[src/slpa_cfg.svh]
// Constants for the stack limit and program space addressing block
`ifndef SLPA_CFG_SVH
`define SLPA_CFG_SVH
`define SLPA_OFS_STACK_LIMIT 8'h00
`define SLPA_OFS_TABLE_PAGE  8'h04
`define SLPA_OFS_VIS_PAGE    8'h08
`define SLPA_OFS_STATUS      8'h0C
`define SLPA_OFS_MASK        8'h10
`define SLPA_OFS_STACK_PTR   8'h14
`define SLPA_RAM_START       16'h0800
`define SLPA_TBL_CFG_BIT     7
`define SLPA_EA_VIS_BIT      15
`define SLPA_ST_OVF_BIT      0
`define SLPA_ST_UNF_BIT      1
`define SLPA_SP_RESET        16'h0800
`define SLPA_PAGE_RESET      8'h00
`endif

[src/slpa_pkg.sv]
// Types for the stack limit and program space addressing block
package slpa_pkg;
   typedef enum logic [1:0] {
      SLPA_STK_NONE = 2'b00,
      SLPA_STK_PUSH = 2'b01,
      SLPA_STK_POP  = 2'b10,
      SLPA_STK_EA   = 2'b11
   } slpa_stk_op_t;
   typedef enum logic [1:0] {
      SLPA_PUSH_DATA = 2'b00,
      SLPA_PUSH_CALL = 2'b01,
      SLPA_PUSH_EXC  = 2'b10
   } slpa_push_kind_t;
endpackage

[src/slpa_map_if.sv]
// Interface between the top and the program address mapper
`timescale 1ns/1ns
interface slpa_map_if;
   logic [15:0] effective_addr;   // Data effective address
   logic [7:0]  table_page_reg;   // Table page
   logic [7:0]  visibility_page_reg; // Visibility page
   logic [23:0] tbl_addr;         // Table program address
   logic        tbl_config;       // Table targets configuration memory
   logic [22:0] vis_addr;         // Remapped program address
   logic        vis_hit;          // Address falls in the window
   modport top (output effective_addr, table_page_reg,
                visibility_page_reg,
                input tbl_addr, tbl_config, vis_addr, vis_hit);
   modport mapper (input effective_addr, table_page_reg,
                   visibility_page_reg,
                   output tbl_addr, tbl_config, vis_addr, vis_hit);
endinterface

[src/slpa_mapper.sv]
// Program address formation for table and remapped accesses
`timescale 1ns/1ns
`include "slpa_cfg.svh"
module slpa_mapper (
   slpa_map_if.mapper m   // Address mapping signals
);
   // Table address: page above the 16-bit effective address
   assign m.tbl_addr   = {m.table_page_reg, m.effective_addr};
   assign m.tbl_config = m.table_page_reg[`SLPA_TBL_CFG_BIT];
   // Window: page joined with low 15 bits, user memory only
   assign m.vis_hit  = m.effective_addr[`SLPA_EA_VIS_BIT];
   assign m.vis_addr = {m.visibility_page_reg,
                        m.effective_addr[14:0]};
endmodule

[src/slpa_top.sv]
// Stack limit checking and program space addressing block
//
// The implementer's own choices: the address map and the Wishbone interface to the registers.
`timescale 1ns/1ns
`include "slpa_cfg.svh"
module slpa_top #(
   parameter int DW = 16,           // Data word width
   parameter int PW = 24            // Program word width
) (
   input  wire logic                     core_clk,      // Core clock
   input  wire logic                     rst_b,         // Async reset, low
   // Wishbone slave
   input  wire logic                     wb_cyc_i,      // Cycle
   input  wire logic                     wb_stb_i,      // Strobe
   input  wire logic                     wb_we_i,       // Write enable
   input  wire logic [7:0]               wb_adr_i,      // Byte address
   input  wire logic [3:0]               wb_sel_i,      // Byte lanes
   input  wire logic [31:0]              wb_dat_i,      // Write data
   output logic      [31:0]              wb_dat_o,      // Read data
   output logic                          wb_ack_o,      // Acknowledge
   output logic                          irq,           // Stack error irq
   // Stack requests from the sequencer
   input  wire slpa_pkg::slpa_stk_op_t   stk_op,        // Stack operation
   input  wire slpa_pkg::slpa_push_kind_t push_kind,    // Push format
   input  wire logic [DW-1:0]            push_data,     // Data to push
   input  wire logic [PW-1:0]            push_pc,       // Counter to push
   input  wire logic [7:0]               status_low_byte, // Status low
   input  wire logic [DW-1:0]            stk_ea,        // Stack pointer EA
   output logic      [DW-1:0]            stk_addr,      // Stack data addr
   output logic      [DW-1:0]            stk_wdata,     // Pushed word
   output logic                          stk_wdata_hi,  // Second word flag
   output logic                          stack_trap,    // Trap request
   // Program space access
   input  wire logic [DW-1:0]            effective_addr, // Data EA
   input  wire logic                     tbl_req,       // Table access
   input  wire logic                     tbl_we,        // Table write
   input  wire logic                     tbl_hi,        // Upper byte select
   input  wire logic [DW-1:0]            tbl_wdata,     // Table write data
   input  wire logic                     vis_req,       // Remapped read
   input  wire logic [PW-1:0]            prog_rdata,    // Program word in
   output logic      [PW-1:0]            prog_addr,     // Program address
   output logic                          prog_config,   // Config memory
   output logic                          prog_re,       // Program read
   output logic                          prog_we,       // Program write
   output logic      [PW-1:0]            prog_wdata,    // Program word out
   output logic      [2:0]               prog_wmask,    // Byte write mask
   output logic      [DW-1:0]            prog_rword,    // Data-side result
   output logic                          vis_valid      // Window read hit
);
   import slpa_pkg::*;

   logic [DW-1:0] stack_pointer_reg_q;
   logic [DW-1:0] stack_limit_reg_q;
   logic [7:0]    table_page_reg_q;
   logic [7:0]    visibility_page_reg_q;
   logic [1:0]    status_q;
   logic [1:0]    mask_q;
   logic [1:0]    pc_words_q;
   logic          wb_ack_q;
   logic [31:0]   wb_dat_q;
   logic          push_ev;
   logic          pop_ev;
   logic          ovf_ev;
   logic          unf_ev;
   logic          wr_acc;
   logic          rd_acc;
   logic [DW-1:0] stk_ea_sel;
   logic [DW-1:0] pc_hi_word;

   slpa_map_if map_if ();

   slpa_mapper u_mapper (
      .m (map_if.mapper)
   );

   // Register address decode, used by the write paths; the read path decodes with a case
   function automatic logic hit(input logic [7:0] a, input logic [7:0] o);
      hit = (a == o);
   endfunction

   // Bus request seen once: ack drops the cycle after it is given
   assign wr_acc = wb_cyc_i && wb_stb_i && !wb_ack_q && wb_we_i;
   assign rd_acc = wb_cyc_i && wb_stb_i && !wb_ack_q && !wb_we_i;

   always_ff @(posedge core_clk or negedge rst_b) begin
      if (!rst_b) begin
         wb_ack_q <= 1'b0;
      end else begin
         wb_ack_q <= wb_cyc_i && wb_stb_i && !wb_ack_q;
      end
   end

   assign wb_ack_o = wb_ack_q;
   assign wb_dat_o = wb_dat_q;

   // Stack requests
   assign push_ev = (stk_op == SLPA_STK_PUSH);
   assign pop_ev  = (stk_op == SLPA_STK_POP);

   // Call and exception pushes with a counter span two words; exceptions put the status byte in the upper word
   assign pc_hi_word = (push_kind == SLPA_PUSH_EXC) ?
                       {status_low_byte, push_pc[23:16]} :
                       {8'h00, push_pc[23:16]};

   // Address used for the check: pointer minus 2 for pop, EA for EA ops, pointer otherwise
   always_comb begin
      unique case (stk_op)
         SLPA_STK_POP:  stk_ea_sel = stack_pointer_reg_q - 16'h0002;
         SLPA_STK_EA:   stk_ea_sel = stk_ea;
         default:       stk_ea_sel = stack_pointer_reg_q;
      endcase
   end

   // Overflow: pushing past the limit; a push at the limit is allowed
   assign ovf_ev = push_ev &&
                   (stk_ea_sel > stack_limit_reg_q);
   // Underflow guards the special register space
   assign unf_ev = (stk_op != SLPA_STK_NONE) &&
                   (stk_ea_sel < `SLPA_RAM_START);

   // Trap lasts exactly the offending access cycle
   assign stack_trap = ovf_ev || unf_ev;

   // Stack address and data: write at the free word before increment
   always_comb begin
      stk_addr     = stk_ea_sel;
      stk_wdata_hi = 1'b0;
      stk_wdata    = push_data;
      if (push_ev && push_kind != SLPA_PUSH_DATA) begin
         stk_wdata_hi = (pc_words_q == 2'd1);
         stk_wdata    = (pc_words_q == 2'd1) ? pc_hi_word :
                        push_pc[15:0];
      end
   end

   // Counter pushes: low word first, then the upper word
   always_ff @(posedge core_clk or negedge rst_b) begin
      if (!rst_b) begin
         pc_words_q <= 2'd0;
      end else if (push_ev && push_kind != SLPA_PUSH_DATA) begin
         pc_words_q <= (pc_words_q == 2'd1) ? 2'd0 : 2'd1;
      end else begin
         pc_words_q <= 2'd0;
      end
   end

   // Stack pointer: bus writes, post-increment on push, predecrement on pop
   always_ff @(posedge core_clk or negedge rst_b) begin
      if (!rst_b) begin
         stack_pointer_reg_q <= `SLPA_SP_RESET;
      end else if (push_ev) begin
         stack_pointer_reg_q <= stack_pointer_reg_q + 16'h0002;
      end else if (pop_ev) begin
         stack_pointer_reg_q <= stk_ea_sel;
      end else if (wr_acc && hit(wb_adr_i, `SLPA_OFS_STACK_PTR)
                   && wb_sel_i[1:0] == 2'b11) begin
         stack_pointer_reg_q <= {wb_dat_i[15:1], 1'b0};
      end
   end

   // Stack limit: no defined reset value, bit 0 forced clear
   always_ff @(posedge core_clk) begin
      if (wr_acc && hit(wb_adr_i, `SLPA_OFS_STACK_LIMIT)) begin
         if (wb_sel_i[0]) begin
            stack_limit_reg_q[7:0] <= {wb_dat_i[7:1], 1'b0};
         end
         if (wb_sel_i[1]) begin
            stack_limit_reg_q[15:8] <= wb_dat_i[15:8];
         end
      end
   end

   // Page registers
   always_ff @(posedge core_clk or negedge rst_b) begin
      if (!rst_b) begin
         table_page_reg_q      <= `SLPA_PAGE_RESET;
         visibility_page_reg_q <= `SLPA_PAGE_RESET;
      end else if (wr_acc && wb_sel_i[0]) begin
         if (hit(wb_adr_i, `SLPA_OFS_TABLE_PAGE)) begin
            table_page_reg_q <= wb_dat_i[7:0];
         end
         if (hit(wb_adr_i, `SLPA_OFS_VIS_PAGE)) begin
            visibility_page_reg_q <= wb_dat_i[7:0];
         end
      end
   end

   // Sticky status: hardware set wins over write-one-to-clear
   always_ff @(posedge core_clk or negedge rst_b) begin
      if (!rst_b) begin
         status_q <= 2'b00;
      end else begin
         if (ovf_ev) begin
            status_q[`SLPA_ST_OVF_BIT] <= 1'b1;
         end else if (wr_acc && hit(wb_adr_i, `SLPA_OFS_STATUS)
                      && wb_sel_i[0] && wb_dat_i[`SLPA_ST_OVF_BIT]) begin
            status_q[`SLPA_ST_OVF_BIT] <= 1'b0;
         end
         if (unf_ev) begin
            status_q[`SLPA_ST_UNF_BIT] <= 1'b1;
         end else if (wr_acc && hit(wb_adr_i, `SLPA_OFS_STATUS)
                      && wb_sel_i[0] && wb_dat_i[`SLPA_ST_UNF_BIT]) begin
            status_q[`SLPA_ST_UNF_BIT] <= 1'b0;
         end
      end
   end

   // Interrupt mask
   always_ff @(posedge core_clk or negedge rst_b) begin
      if (!rst_b) begin
         mask_q <= 2'b00;
      end else if (wr_acc && hit(wb_adr_i, `SLPA_OFS_MASK) && wb_sel_i[0]) begin
         mask_q <= wb_dat_i[1:0];
      end
   end

   assign irq = |(status_q & mask_q);

   // Read data; unmapped addresses read zero
   always_ff @(posedge core_clk or negedge rst_b) begin
      if (!rst_b) begin
         wb_dat_q <= 32'h00000000;
      end else if (rd_acc) begin
         unique case (wb_adr_i)
            `SLPA_OFS_STACK_LIMIT: wb_dat_q <= {16'h0000,
                                   stack_limit_reg_q[15:1], 1'b0};
            `SLPA_OFS_TABLE_PAGE:  wb_dat_q <= {24'h000000, table_page_reg_q};
            `SLPA_OFS_VIS_PAGE:    wb_dat_q <= {24'h000000,
                                   visibility_page_reg_q};
            `SLPA_OFS_STATUS:      wb_dat_q <= {30'h00000000, status_q};
            `SLPA_OFS_MASK:        wb_dat_q <= {30'h00000000, mask_q};
            `SLPA_OFS_STACK_PTR:   wb_dat_q <= {16'h0000, stack_pointer_reg_q};
            default:               wb_dat_q <= 32'h00000000;
         endcase
      end
   end

   // Program space mapping
   assign map_if.effective_addr      = effective_addr;
   assign map_if.table_page_reg      = table_page_reg_q;
   assign map_if.visibility_page_reg = visibility_page_reg_q;

   // Table path has priority; window only for EAs with top bit set
   always_comb begin
      prog_addr   = {PW{1'b0}};
      prog_config = 1'b0;
      prog_re     = 1'b0;
      prog_we     = 1'b0;
      prog_wdata  = {PW{1'b0}};
      prog_wmask  = 3'b000;
      if (tbl_req) begin
         prog_addr   = map_if.tbl_addr;
         prog_config = map_if.tbl_config;
         prog_re     = !tbl_we;
         prog_we     = tbl_we;
         prog_wdata  = tbl_hi ? {tbl_wdata[7:0], 16'h0000} :
                       {8'h00, tbl_wdata};
         prog_wmask  = tbl_hi ? 3'b100 : 3'b011;
      end else if (vis_req && map_if.vis_hit) begin
         prog_addr = {1'b0, map_if.vis_addr};
         prog_re   = 1'b1;
      end
   end

   // Returned data word registered; window keeps low word only
   always_ff @(posedge core_clk or negedge rst_b) begin
      if (!rst_b) begin
         prog_rword <= 16'h0000;
         vis_valid  <= 1'b0;
      end else begin
         vis_valid <= vis_req && !tbl_req && map_if.vis_hit;
         if (tbl_req && !tbl_we) begin
            prog_rword <= tbl_hi ? {8'h00, prog_rdata[23:16]} :
                          prog_rdata[15:0];
         end else if (vis_req && map_if.vis_hit) begin
            prog_rword <= prog_rdata[15:0];
         end
      end
   end
endmodule

[config.mk]
export PLATFORM = sky130hd
export DESIGN_NAME = slpa_top
export DESIGN_NICKNAME = d
export VERILOG_FILES = /design/src/slpa_pkg.sv /design/src/slpa_map_if.sv /design/src/slpa_mapper.sv /design/src/slpa_top.sv
export VERILOG_INCLUDE_DIRS = /design/src
export SDC_FILE = /design/constraint.sdc
export NUM_CORES = 1
export LEC_CHECK = 0
export ABC_CLOCK_PERIOD_IN_PS = 10400
export CELL_PAD_IN_SITES_DETAIL_PLACEMENT = 1
export CELL_PAD_IN_SITES_GLOBAL_PLACEMENT = 1
export CORE_ASPECT_RATIO = 0.8
export CORE_MARGIN = 2
export CORE_UTILIZATION = 45
export CTS_CLUSTER_SIZE = 16
export DETAILED_ROUTE_END_ITERATION = 6
export DONT_BUFFER_PORTS = 1
export PLACE_DENSITY = 0.86
export SLEW_MARGIN = 20
export SYNTH_ARGS = -nofsm -noshare
export SYNTH_HDL_FRONTEND = slang
export SYNTH_SLANG_ARGS = --single-unit
[constraint.sdc]
create_clock -name core_clk -period 10.4 [get_ports core_clk]
set_input_delay 2.08 -clock core_clk [delete_from_list [all_inputs] [get_ports core_clk]]
set_output_delay 2.08 -clock core_clk [all_outputs]
set_load 0.02 [all_outputs]
Word-level counts from Yosys, hierarchy flattened
Index checks and enable logic that the tools add are counted.
{"block": "op_classes", "n_addsub": 2, "mul": 0, "div_mod_pow": 0, "magnitude_cmp": 2, "n_eq_ne": 11, "shifts": 0, "muxes": 28, "n_bitwise": 1, "reduce_logical": 38}
{"cell": "$mux W16", "count": 9}
{"cell": "$pmux W16 S6", "count": 1}
{"cell": "$mux W24", "count": 3}
{"cell": "$pmux W16 S2", "count": 1}
{"cell": "$mux W23", "count": 1}
{"cell": "$logic_and A1 B1 Y1", "count": 21}
{"cell": "$add A16 B2 Y16 const B", "count": 1}
{"cell": "$eq A8 B4 Y1 const B", "count": 2}
{"cell": "$eq A8 B5 Y1 const B", "count": 2}
{"cell": "$gt A16 B16 Y1", "count": 1}
{"cell": "$lt A16 B12 Y1 const B", "count": 1}
{"cell": "$sub A16 B2 Y16 const B", "count": 1}
{"cell": "$mux W1", "count": 11}
{"cell": "$reduce_bool A2 Y1", "count": 5}
{"cell": "$eq A2 B2 Y1 const B", "count": 4}
{"cell": "$eq A8 B3 Y1 const B", "count": 1}
{"cell": "$logic_not A8 Y1", "count": 1}
{"cell": "$reduce_and A2 Y1", "count": 4}
{"cell": "$mux W3", "count": 2}
{"cell": "$eq A2 B1 Y1 const B", "count": 2}
{"cell": "$logic_not A1 Y1", "count": 4}
{"cell": "$reduce_bool A3 Y1", "count": 1}
{"cell": "$and A2 B2 Y2", "count": 1}
{"cell": "$reduce_or A2 Y1", "count": 1}
{"cell": "$logic_or A1 B1 Y1", "count": 1}
{"block": "totals", "reg_bits": 103, "latchBits": 0, "ram_bits": 0, "romBits": 0, "input_bits": 177, "output_inout_bits": 139, "n_memories": 0}

Depth between registers and ports, before layout
Gate-level depths: netlist (run 1).
{"block": "depth", "ltp_word": 8, "mapped_depth": 16, "depth_no_buf": 14}

By module
A second synthesis (run 1) with hierarchy kept.
{"block": "hier_totals", "cells_unflattened": 754, "hier_area_um2": 6562.5}
{"mod": "slpa_top", "n_inst": 1, "cells_each": 705, "area_per_inst_um2": 6194.7, "seq_area_each_um2": 2228.4}
{"mod": "slpa_mapper", "n_inst": 1, "cells_each": 49, "area_per_inst_um2": 367.9, "seq_area_each_um2": 0.0}

Least setup slack after synthesis (run 1)
No wires, ideal clock.
{"block": "synth_path", "path_kind": "in2out", "start": "input port stk_op[0]", "end": "output port stack_trap", "arrival_time_ps": 4899, "slack_ps": 3421, "stages": 13, "cell_sequence": "inv_1 -> ha_1 -> clkbuf_1 -> or3b_2 -> a311oi_1 -> o211ai_1 -> ha_1 -> nand4_1 -> nor2b_1 -> nand2_1 -> or4_1 -> o211ai_1 -> o41ai_1"}
{"block": "synth_between", "elab_chain_len": 5, "word_cells_on_any_way": 10, "classes_between": "order compare (2); eq/ne (3); mux (1); reduce/logical (4)"}
{"item": "start, declared", "line_no": "slpa_top.sv:23", "rtl": "input wire slpa_pkg::slpa_stk_op_t stk_op,"}
{"item": "$eq A2 B2 Y1", "line_no": "slpa_top.sv:107", "rtl": "unique case (stk_op)"}
{"item": "$pmux W16 S2 *", "line_no": "slpa_top.sv:107"}
{"item": "net stk_addr[12]", "line_no": "slpa_top.sv:29", "rtl": "output logic [DW-1:0] stk_addr,"}
{"item": "$gt A16 B16 Y1 or $lt A16 B12 Y1 (tied branches)"}
{"item": "$logic_and A1 B1 Y1 (on tied branches)", "line_no": "slpa_top.sv:115, slpa_top.sv:118"}
{"item": "$logic_or A1 B1 Y1 *", "line_no": "slpa_top.sv:122", "rtl": "assign stack_trap = ovf_ev || unf_ev;"}
{"item": "end, declared", "line_no": "slpa_top.sv:32", "rtl": "output logic stack_trap,"}
The timed path passes the listed nets; every way through them passes the cells marked *.

Final worst setup path (run 1)
Same ends and word-level chain as after synthesis.

==> flow_metrics.tcl, run 1 <==
set metrics [dict create \
    synth_seq_cells 86 \
    crit_path_max_incr_delay_ps 770 \
    cts_max_path_buffers 2 \
    ff2ff_path_depth 13 \
    dieArea_um2 14370 \
    slew_headroom_pct 31.95 \
    fin_crit_sh_pct 78.74 \
    cts-root-buf "clkbuf_16" \
    worstSetupPathDepth 13 \
    fin_worst_skew_ps 4.719 \
    synth_top_area_cell "dfrtp_1" \
    die_w_um 133.5 \
    cp-end-kind "primary output" \
    crit_type "input port to primary output" \
    drt_first_pass_iters 5 \
    crit_slowest_cell "nor2_1" \
    cp.required_ps 8320 \
    dpl_cell_area_um2 6017 \
    drc 0 \
    fin_setup_tns_ps 0 \
    via_per_inst 6.389 \
    drtIter0Drc 435 \
    htreeDepth 3 \
    final_cell_mix "nand2_1 (89), dfrtp_1 (70), o21ai_0 (45)" \
    path_delay_family "simple AND/OR/NAND/NOR gates" \
    setup_viol 0 \
    peakVddDrop_mv 0.09462 \
    timing.final.crit_period_ps 8189 \
    synthArstFlopShare_pct 82.56 \
    place_congestion 0.9181 \
    synth_edf_count 15 \
    crit_fanout 24 \
    antenna_found_initial 0 \
    ys_types 72 \
    syn_area_per_cell_um2 8.764 \
    cap_violations 0 \
    clk_latency_ps 340 \
    numCtsBuffers 9 \
    ys_warn_count 0 \
    synth-main-ff-cell "dfrtp_1" \
    die_height_um 107.6 \
    layout.nets 851 \
    worst_pin_slew_ps 1013 \
    cts_tree "yes" \
    holdPathStages 1 \
    cts_setup_buffers 0 \
    ant_nets 0 \
    worst-path-buf-inv 2 \
    fmax_ghz 0.1221 \
    drive_above_1_share_pct 8.815 \
    holdBufCountCts 0 \
    fin_area_um2 6339 \
    synth_area_leaders "dfrtp_1 (29%), edfxtp_1 (7.5%), nand2_1 (5.5%), ha_1 (4.4%), o21ai_0 (3.7%)" \
    start_kind "input port" \
    dp_hpwl_mm 16.00 \
    grt_max_degree 72 \
    port_buffers 0 \
    rows 37 \
    track_usage_pct 28.17 \
    grt-ovfl-total 0 \
    synthCells 689 \
    start_util_pct 46.58 \
    rsz0062_at_grt "false" \
    clk_pin_slew_worst_paths_ps 60 \
    vias 5322 \
    pwr_density_cell_nw_per_um2 162.4 \
    netlist_area_um2 6038 \
    yosysSeqAreaShare_pct 36.90 \
    cp.arrival_ps 6110 \
    io_pins 316 \
    yosys.area.top_type_share_pct 29.01 \
    antennaDiodeCount 0 \
    hold_viol 0 \
    total_leakage_power_uw 0.002745 \
    core_region_area_um2 12960 \
    synthToLayoutAreaGrowth_pct 4.973 \
    crit_chain "inv_1 > ha_1 > buf_4 > nor2_1 > o21ai_0 > o211ai_1 > ha_1 > and3_1 > nor2b_1 > nand2_1 > or4_1 > o211ai_1 > o41ai_2" \
    grt_pass1_wl_mm 31.16 \
    outcome "complete, no violations" \
    holdCritPathClass "flip-flop to flip-flop" \
    slew_viol_final 0 \
    post_cts_resized 0 \
    grt_pass1_vias 5428 \
    wl_per_cell_um 24.75 \
    drt-total-wl_mm 20.61 \
    cts_sinks 86 \
    final_common_cell "nand2_1" \
]
[logic make-up (layout without fill, tap and decap cells)]
logic type / after synthesis / after routing / share of synthesized area [%]
buffers and inverters: 99 / 53 / 7.584
XOR/XNOR: 12 / 12 / 1.741
multiplexers: 30 / 30 / 5.367
AO/OA/AOI/OAI: 187 / 187 / 21.55
other: 1 / 16 / 0.06210
adder cells (fa/ha/maj): 21 / 21 / 4.351
AND/OR/NAND/NOR: 253 / 253 / 22.44
flip-flops: 86 / 86 / 36.90
[stage by stage]
stage               hold slack, ps  total power (uW)  setup WS (ps)  util (%)  cells
finish                       542.6              1029           2211     48.90    833
detailed placement           526.9             694.3           2315     46.42    817
floorplan                    472.6             635.5           3421         -    704
global route                 562.7              1075           2073     48.90    833
global placement             499.9             678.1           2554     46.42    817
CTS                          545.6              1030           2302     48.74    833
[power breakdown]
part           internal, uW  leakage [uW]  switching [uW]
registers               369       0.00105            70.4
logic                  84.6       0.00155             170
clock network           193      0.000146             143
total                   647       0.00275             383
[synth_stat cells, drive strengths merged, types with 2 or more instances]
library cell   n
nor2b         20
nand3         18
a311oi         4
a221o          3
a22o          22
nor4           6
a21oi         32
and2          28
nor3b          2
buf           27
nor2          36
a211oi         3
mux2          19
nor3           5
o211ai        11
or2            4
nand2b         5
and4           2
a22oi         16
nand3b         3
nand2         90
o31a           2
o221ai         3
dfrtp         70
a221oi         7
or4            2
mux2i         11
inv           31
a21boi         2
a31oi          5
o21ai         47
clkbuf        41
edfxtp        15
nand4          7
xor2           4
xnor2          8
nor4b          5
and3          15
a21o           9
ha            21
a222oi         9
a41oi          2
[area by class of cell]
class | instances | area, um^2
Multi-Input combinational cell | 519 | 3430
Fill cell | 1497 | 6624
Clock inverter | 5 | 57.56
Sequential cell | 86 | 2228
Clock buffer | 11 | 242.7
Tap cell | 175 | 219.0
Inverter | 31 | 116.4
Timing Repair Buffer | 6 | 45.04
[worst paths after layout]
check,end,slack (ps),from
hold reg to reg,mask_q[1]$_DFFE_PN0P_,540,mask_q[1]$_DFFE_PN0P_
setup / recovery,stack_trap,2210,stk_op[0]
hold / removal,mask_q[1]$_DFFE_PN0P_,540,mask_q[1]$_DFFE_PN0P_
min in group asynchronous,prog_rword[11]$_DFFE_PN0P_,1420,rst_b
setup reg to reg,status_q[0]$_DFFE_PN0P_,6340,stack_pointer_reg_q[1]$_DFFE_PN0P_
max in group asynchronous,stack_pointer_reg_q[11]$_DFFE_PN1P_,8760,rst_b
[per-layer routing]
layer | part of all wire, % | global-route usage, % | routed length, um
met1 | 44 | 38.69 | 9079
met2 | 46 | 43.56 | 9394
met3 | 8.8 | 8.333 | 1822
met4 | 1.5 | 7.295 | 318
met5 | 0 | 0 | 0
Note: power is estimated with default switching activity, not from simulation.
==> run 2: changes to the inputs <==
--- a/config.mk
+++ b/config.mk
@@ -6,7 +6,7 @@
 export SDC_FILE = /design/constraint.sdc
 export NUM_CORES = 1
 export LEC_CHECK = 0
-export ABC_CLOCK_PERIOD_IN_PS = 10400
+export ABC_CLOCK_PERIOD_IN_PS = 8050
 export CELL_PAD_IN_SITES_DETAIL_PLACEMENT = 1
 export CELL_PAD_IN_SITES_GLOBAL_PLACEMENT = 1
 export CORE_ASPECT_RATIO = 0.8
==> constraint.sdc (replaced) <==
create_clock -name core_clk -period 8.05 [get_ports core_clk]
set_input_delay 1.61 -clock core_clk [delete_from_list [all_inputs] [get_ports core_clk]]
set_output_delay 1.61 -clock core_clk [all_outputs]
set_load 0.02 [all_outputs]
==> run 2 against run 1 <==
Die area is the same. Utilization fell by 0.13 points. Final area decreased by 0.26%. Highest routed layer is now met5. Largest power group unchanged. Critical endpoint unchanged. Sequential power is 29% higher. Clock power grew 20%. Global-route usage decreased by 0.074 points. Sequential share of layout area rose by 0.090 points. Sequential cell count did not move. Clock skew is 4.3 ps higher.
==> flow_metrics.tcl, run 2 (synthesis results as in run 1) <==
set metrics [dict create \
    setup_viol 0 \
    dp_hpwl_mm 16.09 \
    utilization_pct 48.77 \
    crit_path_max_incr_delay_ps 850 \
    via_per_inst 6.471 \
    cp.arrival_ps 5250 \
    crit_fanout 19 \
    power.switching_uw 501.0 \
    crit_type "input port to primary output" \
    final_cell_mix "nand2_1 (89), dfrtp_1 (70), o21ai_0 (45)" \
    total_leakage_power_uw 0.002734 \
    setup_slack_ps 1186 \
    ant_nets 0 \
    place_congestion 0.9382 \
    fmax_ghz 0.1457 \
    drc 0 \
    crit_slowest_cell "nor2_1" \
    grt_max_degree 72 \
    drt_first_pass_iters 5 \
    swShare_pct 38.57 \
    fin_area_um2 6322 \
    cts_sinks 86 \
    cp-end-kind "primary output" \
    vias 5397 \
    core_region_area_um2 12960 \
    dpl_cell_area_um2 6025 \
    start_kind "input port" \
    grt_pass1_wl_mm 31.41 \
    hold_viol 0 \
    slew_headroom_pct 31.76 \
    clk_pin_slew_worst_paths_ps 60 \
    start_util_pct 46.58 \
    cts-root-buf "clkbuf_16" \
    crit_chain "ha_1 > nor2_1 > o21ai_0 > o211ai_1 > ha_1 > and3_1 > nor2b_1 > nand2_1 > or4_1 > o211ai_1 > o41ai_2" \
    fin_total_pwr_uw 1299 \
    io_pins 316 \
    wl_per_cell_um 24.93 \
    cts_setup_buffers 0 \
    seqPwrFrac_pct 43.7 \
    drtIter0Drc 392 \
    worst_pin_slew_ps 1020 \
    grt_pass1_vias 5589 \
    antenna_found_initial 1 \
    numCtsBuffers 9 \
    cap_violations 0 \
    port_buffers 0 \
    antennaDiodeCount 0 \
    grt-ovfl-total 0 \
    rows 37 \
    die_height_um 107.6 \
    die_w_um 133.5 \
    track_usage_pct 28.10 \
    cts_tree "yes" \
    holdBufCountCts 0 \
    timing.final.crit_period_ps 6864 \
    fin_crit_sh_pct 85.26 \
    cts_max_path_buffers 2 \
    holdCritPathClass "flip-flop to flip-flop" \
    p_comb_share_pct 25.2 \
    post_cts_resized 0 \
    p_clk_share_pct 31.0 \
    clk_latency_ps 350 \
    final_common_cell "nand2_1" \
    peakVddDrop_mv 0.1151 \
    drt-total-wl_mm 20.79 \
    slew_viol_final 0 \
    fin_setup_tns_ps 0 \
    cp.required_ps 6440 \
    synthToLayoutAreaGrowth_pct 4.704 \
    place_ws_ps 1232 \
    dieArea_um2 14370 \
    rsz0062_at_grt "false" \
    fin_worst_skew_ps 8.981 \
    drive_above_1_share_pct 8.953 \
    pwr_density_cell_nw_per_um2 205.4 \
    outcome "complete, no violations" \
    p_int_uw 797.9 \
    htreeDepth 3 \
    layout.nets 852 \
]
==> run 2: final timing paths <==
check | startpoint | end | slack (ps) | depth (start not counted)
min | mask_q[0]$_DFFE_PN0P_ | mask_q[0]$_DFFE_PN0P_ | 540 | 1
max reg2reg | stack_pointer_reg_q[1]$_DFFE_PN0P_ | status_q[0]$_DFFE_PN0P_ | 3940 | 13
max | stk_op[0] | stack_trap | 1190 | 11
min reg2reg | mask_q[0]$_DFFE_PN0P_ | mask_q[0]$_DFFE_PN0P_ | 540 | 1
max in group asynchronous | rst_b | stack_pointer_reg_q[11]$_DFFE_PN1P_ | 6900 | 0
min in group asynchronous | rst_b | wb_dat_o[12]$_DFFE_PN0P_ | 960 | 0
==> run 2: final cells by class <==
cell class / instances / area [um^2]
multi-input cells: 519 / 3430
clock inverters: 6 / 47.55
flip-flops and latches: 86 / 2228
clock buffers: 10 / 229.0
fillers: 1527 / 6640
repair buffers: 7 / 52.55
inverters: 31 / 116.4
well taps: 175 / 219.0
==> run 2: power groups by stage <==
stage / Sequential, uW / Clock [uW] / Combinational (uW)
global route: 573 / 424 / 358
global placement: 572 / 0 / 306
finish: 568 / 403 / 328
floorplan: 517 / 0 / 304
detailed placement: 574 / 0 / 321
CTS: 565 / 411 / 324
==> run 2: critical path: cells and delay by family <==
family                     cells  cell delay (ps)
adders and majority gates      2              700
and+or+nand+nor                5             1860
AOI/OAI and AO/OA              4             1070
==> run 2: per-layer routing <==
metal	wire, um	vias to the layer above	GRT usage, %
li1	-	2390	-
met1	8766	2750	37.38
met2	9697	234	44.70
met3	2091	21	9.699
met4	222	2	5.547
met5	16	-	0
==> run 2: metrics by stage <==
stage | cells | hold WS, ps
global placement | 818 | 499.9
floorplan | 704 | 472.6
global route | 834 | 562.0
detailed placement | 818 | 528.2
CTS | 834 | 540.3
finish | 834 | 538.7
==> run 3: changes to the inputs <==
--- a/config.mk
+++ b/config.mk
@@ -9,13 +9,12 @@
 export ABC_CLOCK_PERIOD_IN_PS = 8050
 export CELL_PAD_IN_SITES_DETAIL_PLACEMENT = 1
 export CELL_PAD_IN_SITES_GLOBAL_PLACEMENT = 1
-export CORE_ASPECT_RATIO = 0.8
-export CORE_MARGIN = 2
-export CORE_UTILIZATION = 45
+export CORE_AREA = 2 2 123 125
 export CTS_CLUSTER_SIZE = 16
 export DETAILED_ROUTE_END_ITERATION = 6
+export DIE_AREA = 0 0 125 127
 export DONT_BUFFER_PORTS = 1
-export PLACE_DENSITY = 0.86
+export PLACE_DENSITY = 0.81
 export SLEW_MARGIN = 20
 export SYNTH_ARGS = -nofsm -noshare
 export SYNTH_HDL_FRONTEND = slang
==> run 3 against run 2 <==
Utilization decreased by 4.2 points. Critical path type unchanged. Hold slack better by 2.0 ps. Register-to-register slack about the same. Clock-buffer cell count grew 1. First-iteration DRC count increased by 11%. Largest power group unchanged. Critical endpoint unchanged. Largest cell class unchanged. Setup slack got worse by 92 ps.
==> flow_metrics.tcl, run 3 (synthesis results as in run 1) <==
set metrics [dict create \
    swShare_pct 35.05 \
    final_common_cell "nand2_1" \
    ff2ff_path_depth 13 \
    port_buffers 0 \
    timing.final.crit_period_ps 6955 \
    worstSetupPathDepth 12 \
    crit_path_end "stack_trap" \
    path_delay_family "simple AND/OR/NAND/NOR gates" \
    cts_sinks 86 \
    htreeDepth 3 \
    final_cell_mix "nand2_1 (89), dfrtp_1 (70), o21ai_0 (45)" \
    dp_hpwl_mm 16.54 \
    cap_violations 0 \
    outcome "complete, no violations" \
    slew_viol_final 0 \
    worstReg2RegEnd "status_q[0]$_DFFE_PN0P_" \
    multiInputGateArea_um2 3418 \
    seqPwrFrac_pct 41.1 \
    p_comb_share_pct 23.9 \
    die_w_um 125 \
    fmax_ghz 0.1438 \
    ant_nets 0 \
    cts_setup_buffers 0 \
    r2r_start "stack_pointer_reg_q[1]$_DFFE_PN0P_" \
    numCtsBuffers 9 \
    place_congestion 0.9675 \
    clk_pin_slew_worst_paths_ps 60 \
    num-fill-cells 1678 \
    drc 0 \
    grt_max_degree 72 \
    cts_max_path_buffers 2 \
    crit_type "input port to primary output" \
    drt_first_pass_iters 5 \
    setup_viol 0 \
    holdBufCountCts 0 \
    hold_viol 0 \
    fin_total_pwr_uw 1389 \
    p_clk_share_pct 35.1 \
    regArea_um2 2228 \
    drt-total-wl_mm 20.88 \
    pwr_density_cell_nw_per_um2 216.2 \
    rows 44 \
    grt_pass1_wl_mm 31.89 \
    antenna_found_initial 7 \
    ff2ff_setup_slack_ps 3950 \
    worst-path-buf-inv 1 \
    crit_path_max_incr_delay_ps 690 \
    wl_per_cell_um 24.57 \
    core_region_area_um2 14420 \
    fin_setup_tns_ps 0 \
    layout.nets 854 \
    start_util_pct 41.86 \
    dieArea_um2 15880 \
    crit_fanout 22 \
    start_kind "input port" \
    p_int_uw 902.1 \
    post_cts_resized 0 \
    holdCritPathClass "flip-flop to flip-flop" \
    io_pins 316 \
    grt-ovfl-total 0 \
    peakVddDrop_mv 0.1062 \
    total_leakage_power_uw 0.002778 \
    cp-end-kind "primary output" \
    fin_worst_skew_ps 6.015 \
    cts-root-buf "clkbuf_16" \
    die_height_um 127 \
    worst_pin_slew_ps 1067 \
    crit_slowest_cell "ha_1" \
    crit_chain "inv_1 > ha_1 > or3b_2 > a311oi_1 > o211ai_1 > ha_1 > nand4_1 > nor2b_1 > nand2_1 > or4_1 > o211ai_1 > o41ai_1" \
    cp.required_ps 6440 \
    synthToLayoutAreaGrowth_pct 6.382 \
    drive_above_1_share_pct 8.926 \
    slew_headroom_pct 28.87 \
    vias 5367 \
    cts_tree "yes" \
    drtIter0Drc 434 \
    fin_crit_sh_pct 86.40 \
    clk_latency_ps 340 \
    via_per_inst 6.314 \
    cp.arrival_ps 5350 \
    grt_pass1_vias 5662 \
    crit_start "stk_op[0]" \
    power.switching_uw 486.8 \
    rsz0062_at_grt "false" \
    track_usage_pct 25.46 \
    holdPathStages 1 \
]
==> run 3: per-layer routing <==
metal	vias to the layer above	track usage [%]	share of wire [%]
met3	50	7.454	8.5
li1	2401	-	-
met1	2644	29.68	38
met5	-	0	0.14
met2	268	43.99	49
met4	4	10.65	3.7
==> run 3: area by class of cell <==
type                       instances  share of cell area, %
multi-input combinational        519                  53.21
sequential                        86                  34.69
tap                              184                  3.584
inverter                          31                  1.811
clock inverter                     5                  1.675
antenna                            5                 0.1948
timing repair buffer               9                  1.052
clock buffer                      11                  3.779
==> run 3: worst min path at each step <==
stage | from | endpoint
5_1_grt | map_if.table_page_reg[3]$_DFFE_PN0P_ | map_if.table_page_reg[3]$_DFFE_PN0P_
6_report | map_if.visibility_page_reg[7]$_DFFE_PN0P_ | map_if.visibility_page_reg[7]$_DFFE_PN0P_
3_3_place_gp | status_q[1]$_DFFE_PN0P_ | status_q[1]$_DFFE_PN0P_
2_1_floorplan | status_q[1]$_DFFE_PN0P_ | status_q[1]$_DFFE_PN0P_
3_5_place_dp | status_q[1]$_DFFE_PN0P_ | status_q[1]$_DFFE_PN0P_
4_1_cts | status_q[1]$_DFFE_PN0P_ | status_q[1]$_DFFE_PN0P_
==> run 3: per-stage QoR <==
step	std cells	instance area, um^2	hold WS (ps)	setup slack, ps	utilization [%]
4_1_cts	845	6401	537.6	1175	44.38
5_1_grt	850	6424	562.1	908.8	44.54
6_report	850	6424	540.7	1095	44.54
3_3_place_gp	829	6051	502.8	1257	41.95
3_5_place_dp	829	6051	524.0	1190	41.95
2_1_floorplan	704	6095	472.6	2011	-
==> run 3: power by group through the flow <==
| stage | combinational, uW | clock (uW) | sequential [uW] |
|---|---|---|---|
| 6_report | 331 | 487 | 570 |
| 5_1_grt | 361 | 512 | 576 |
| 4_1_cts | 328 | 494 | 567 |
| 3_5_place_dp | 327 | 0 | 575 |
| 3_3_place_gp | 309 | 0 | 571 |
| 2_1_floorplan | 304 | 0 | 517 |
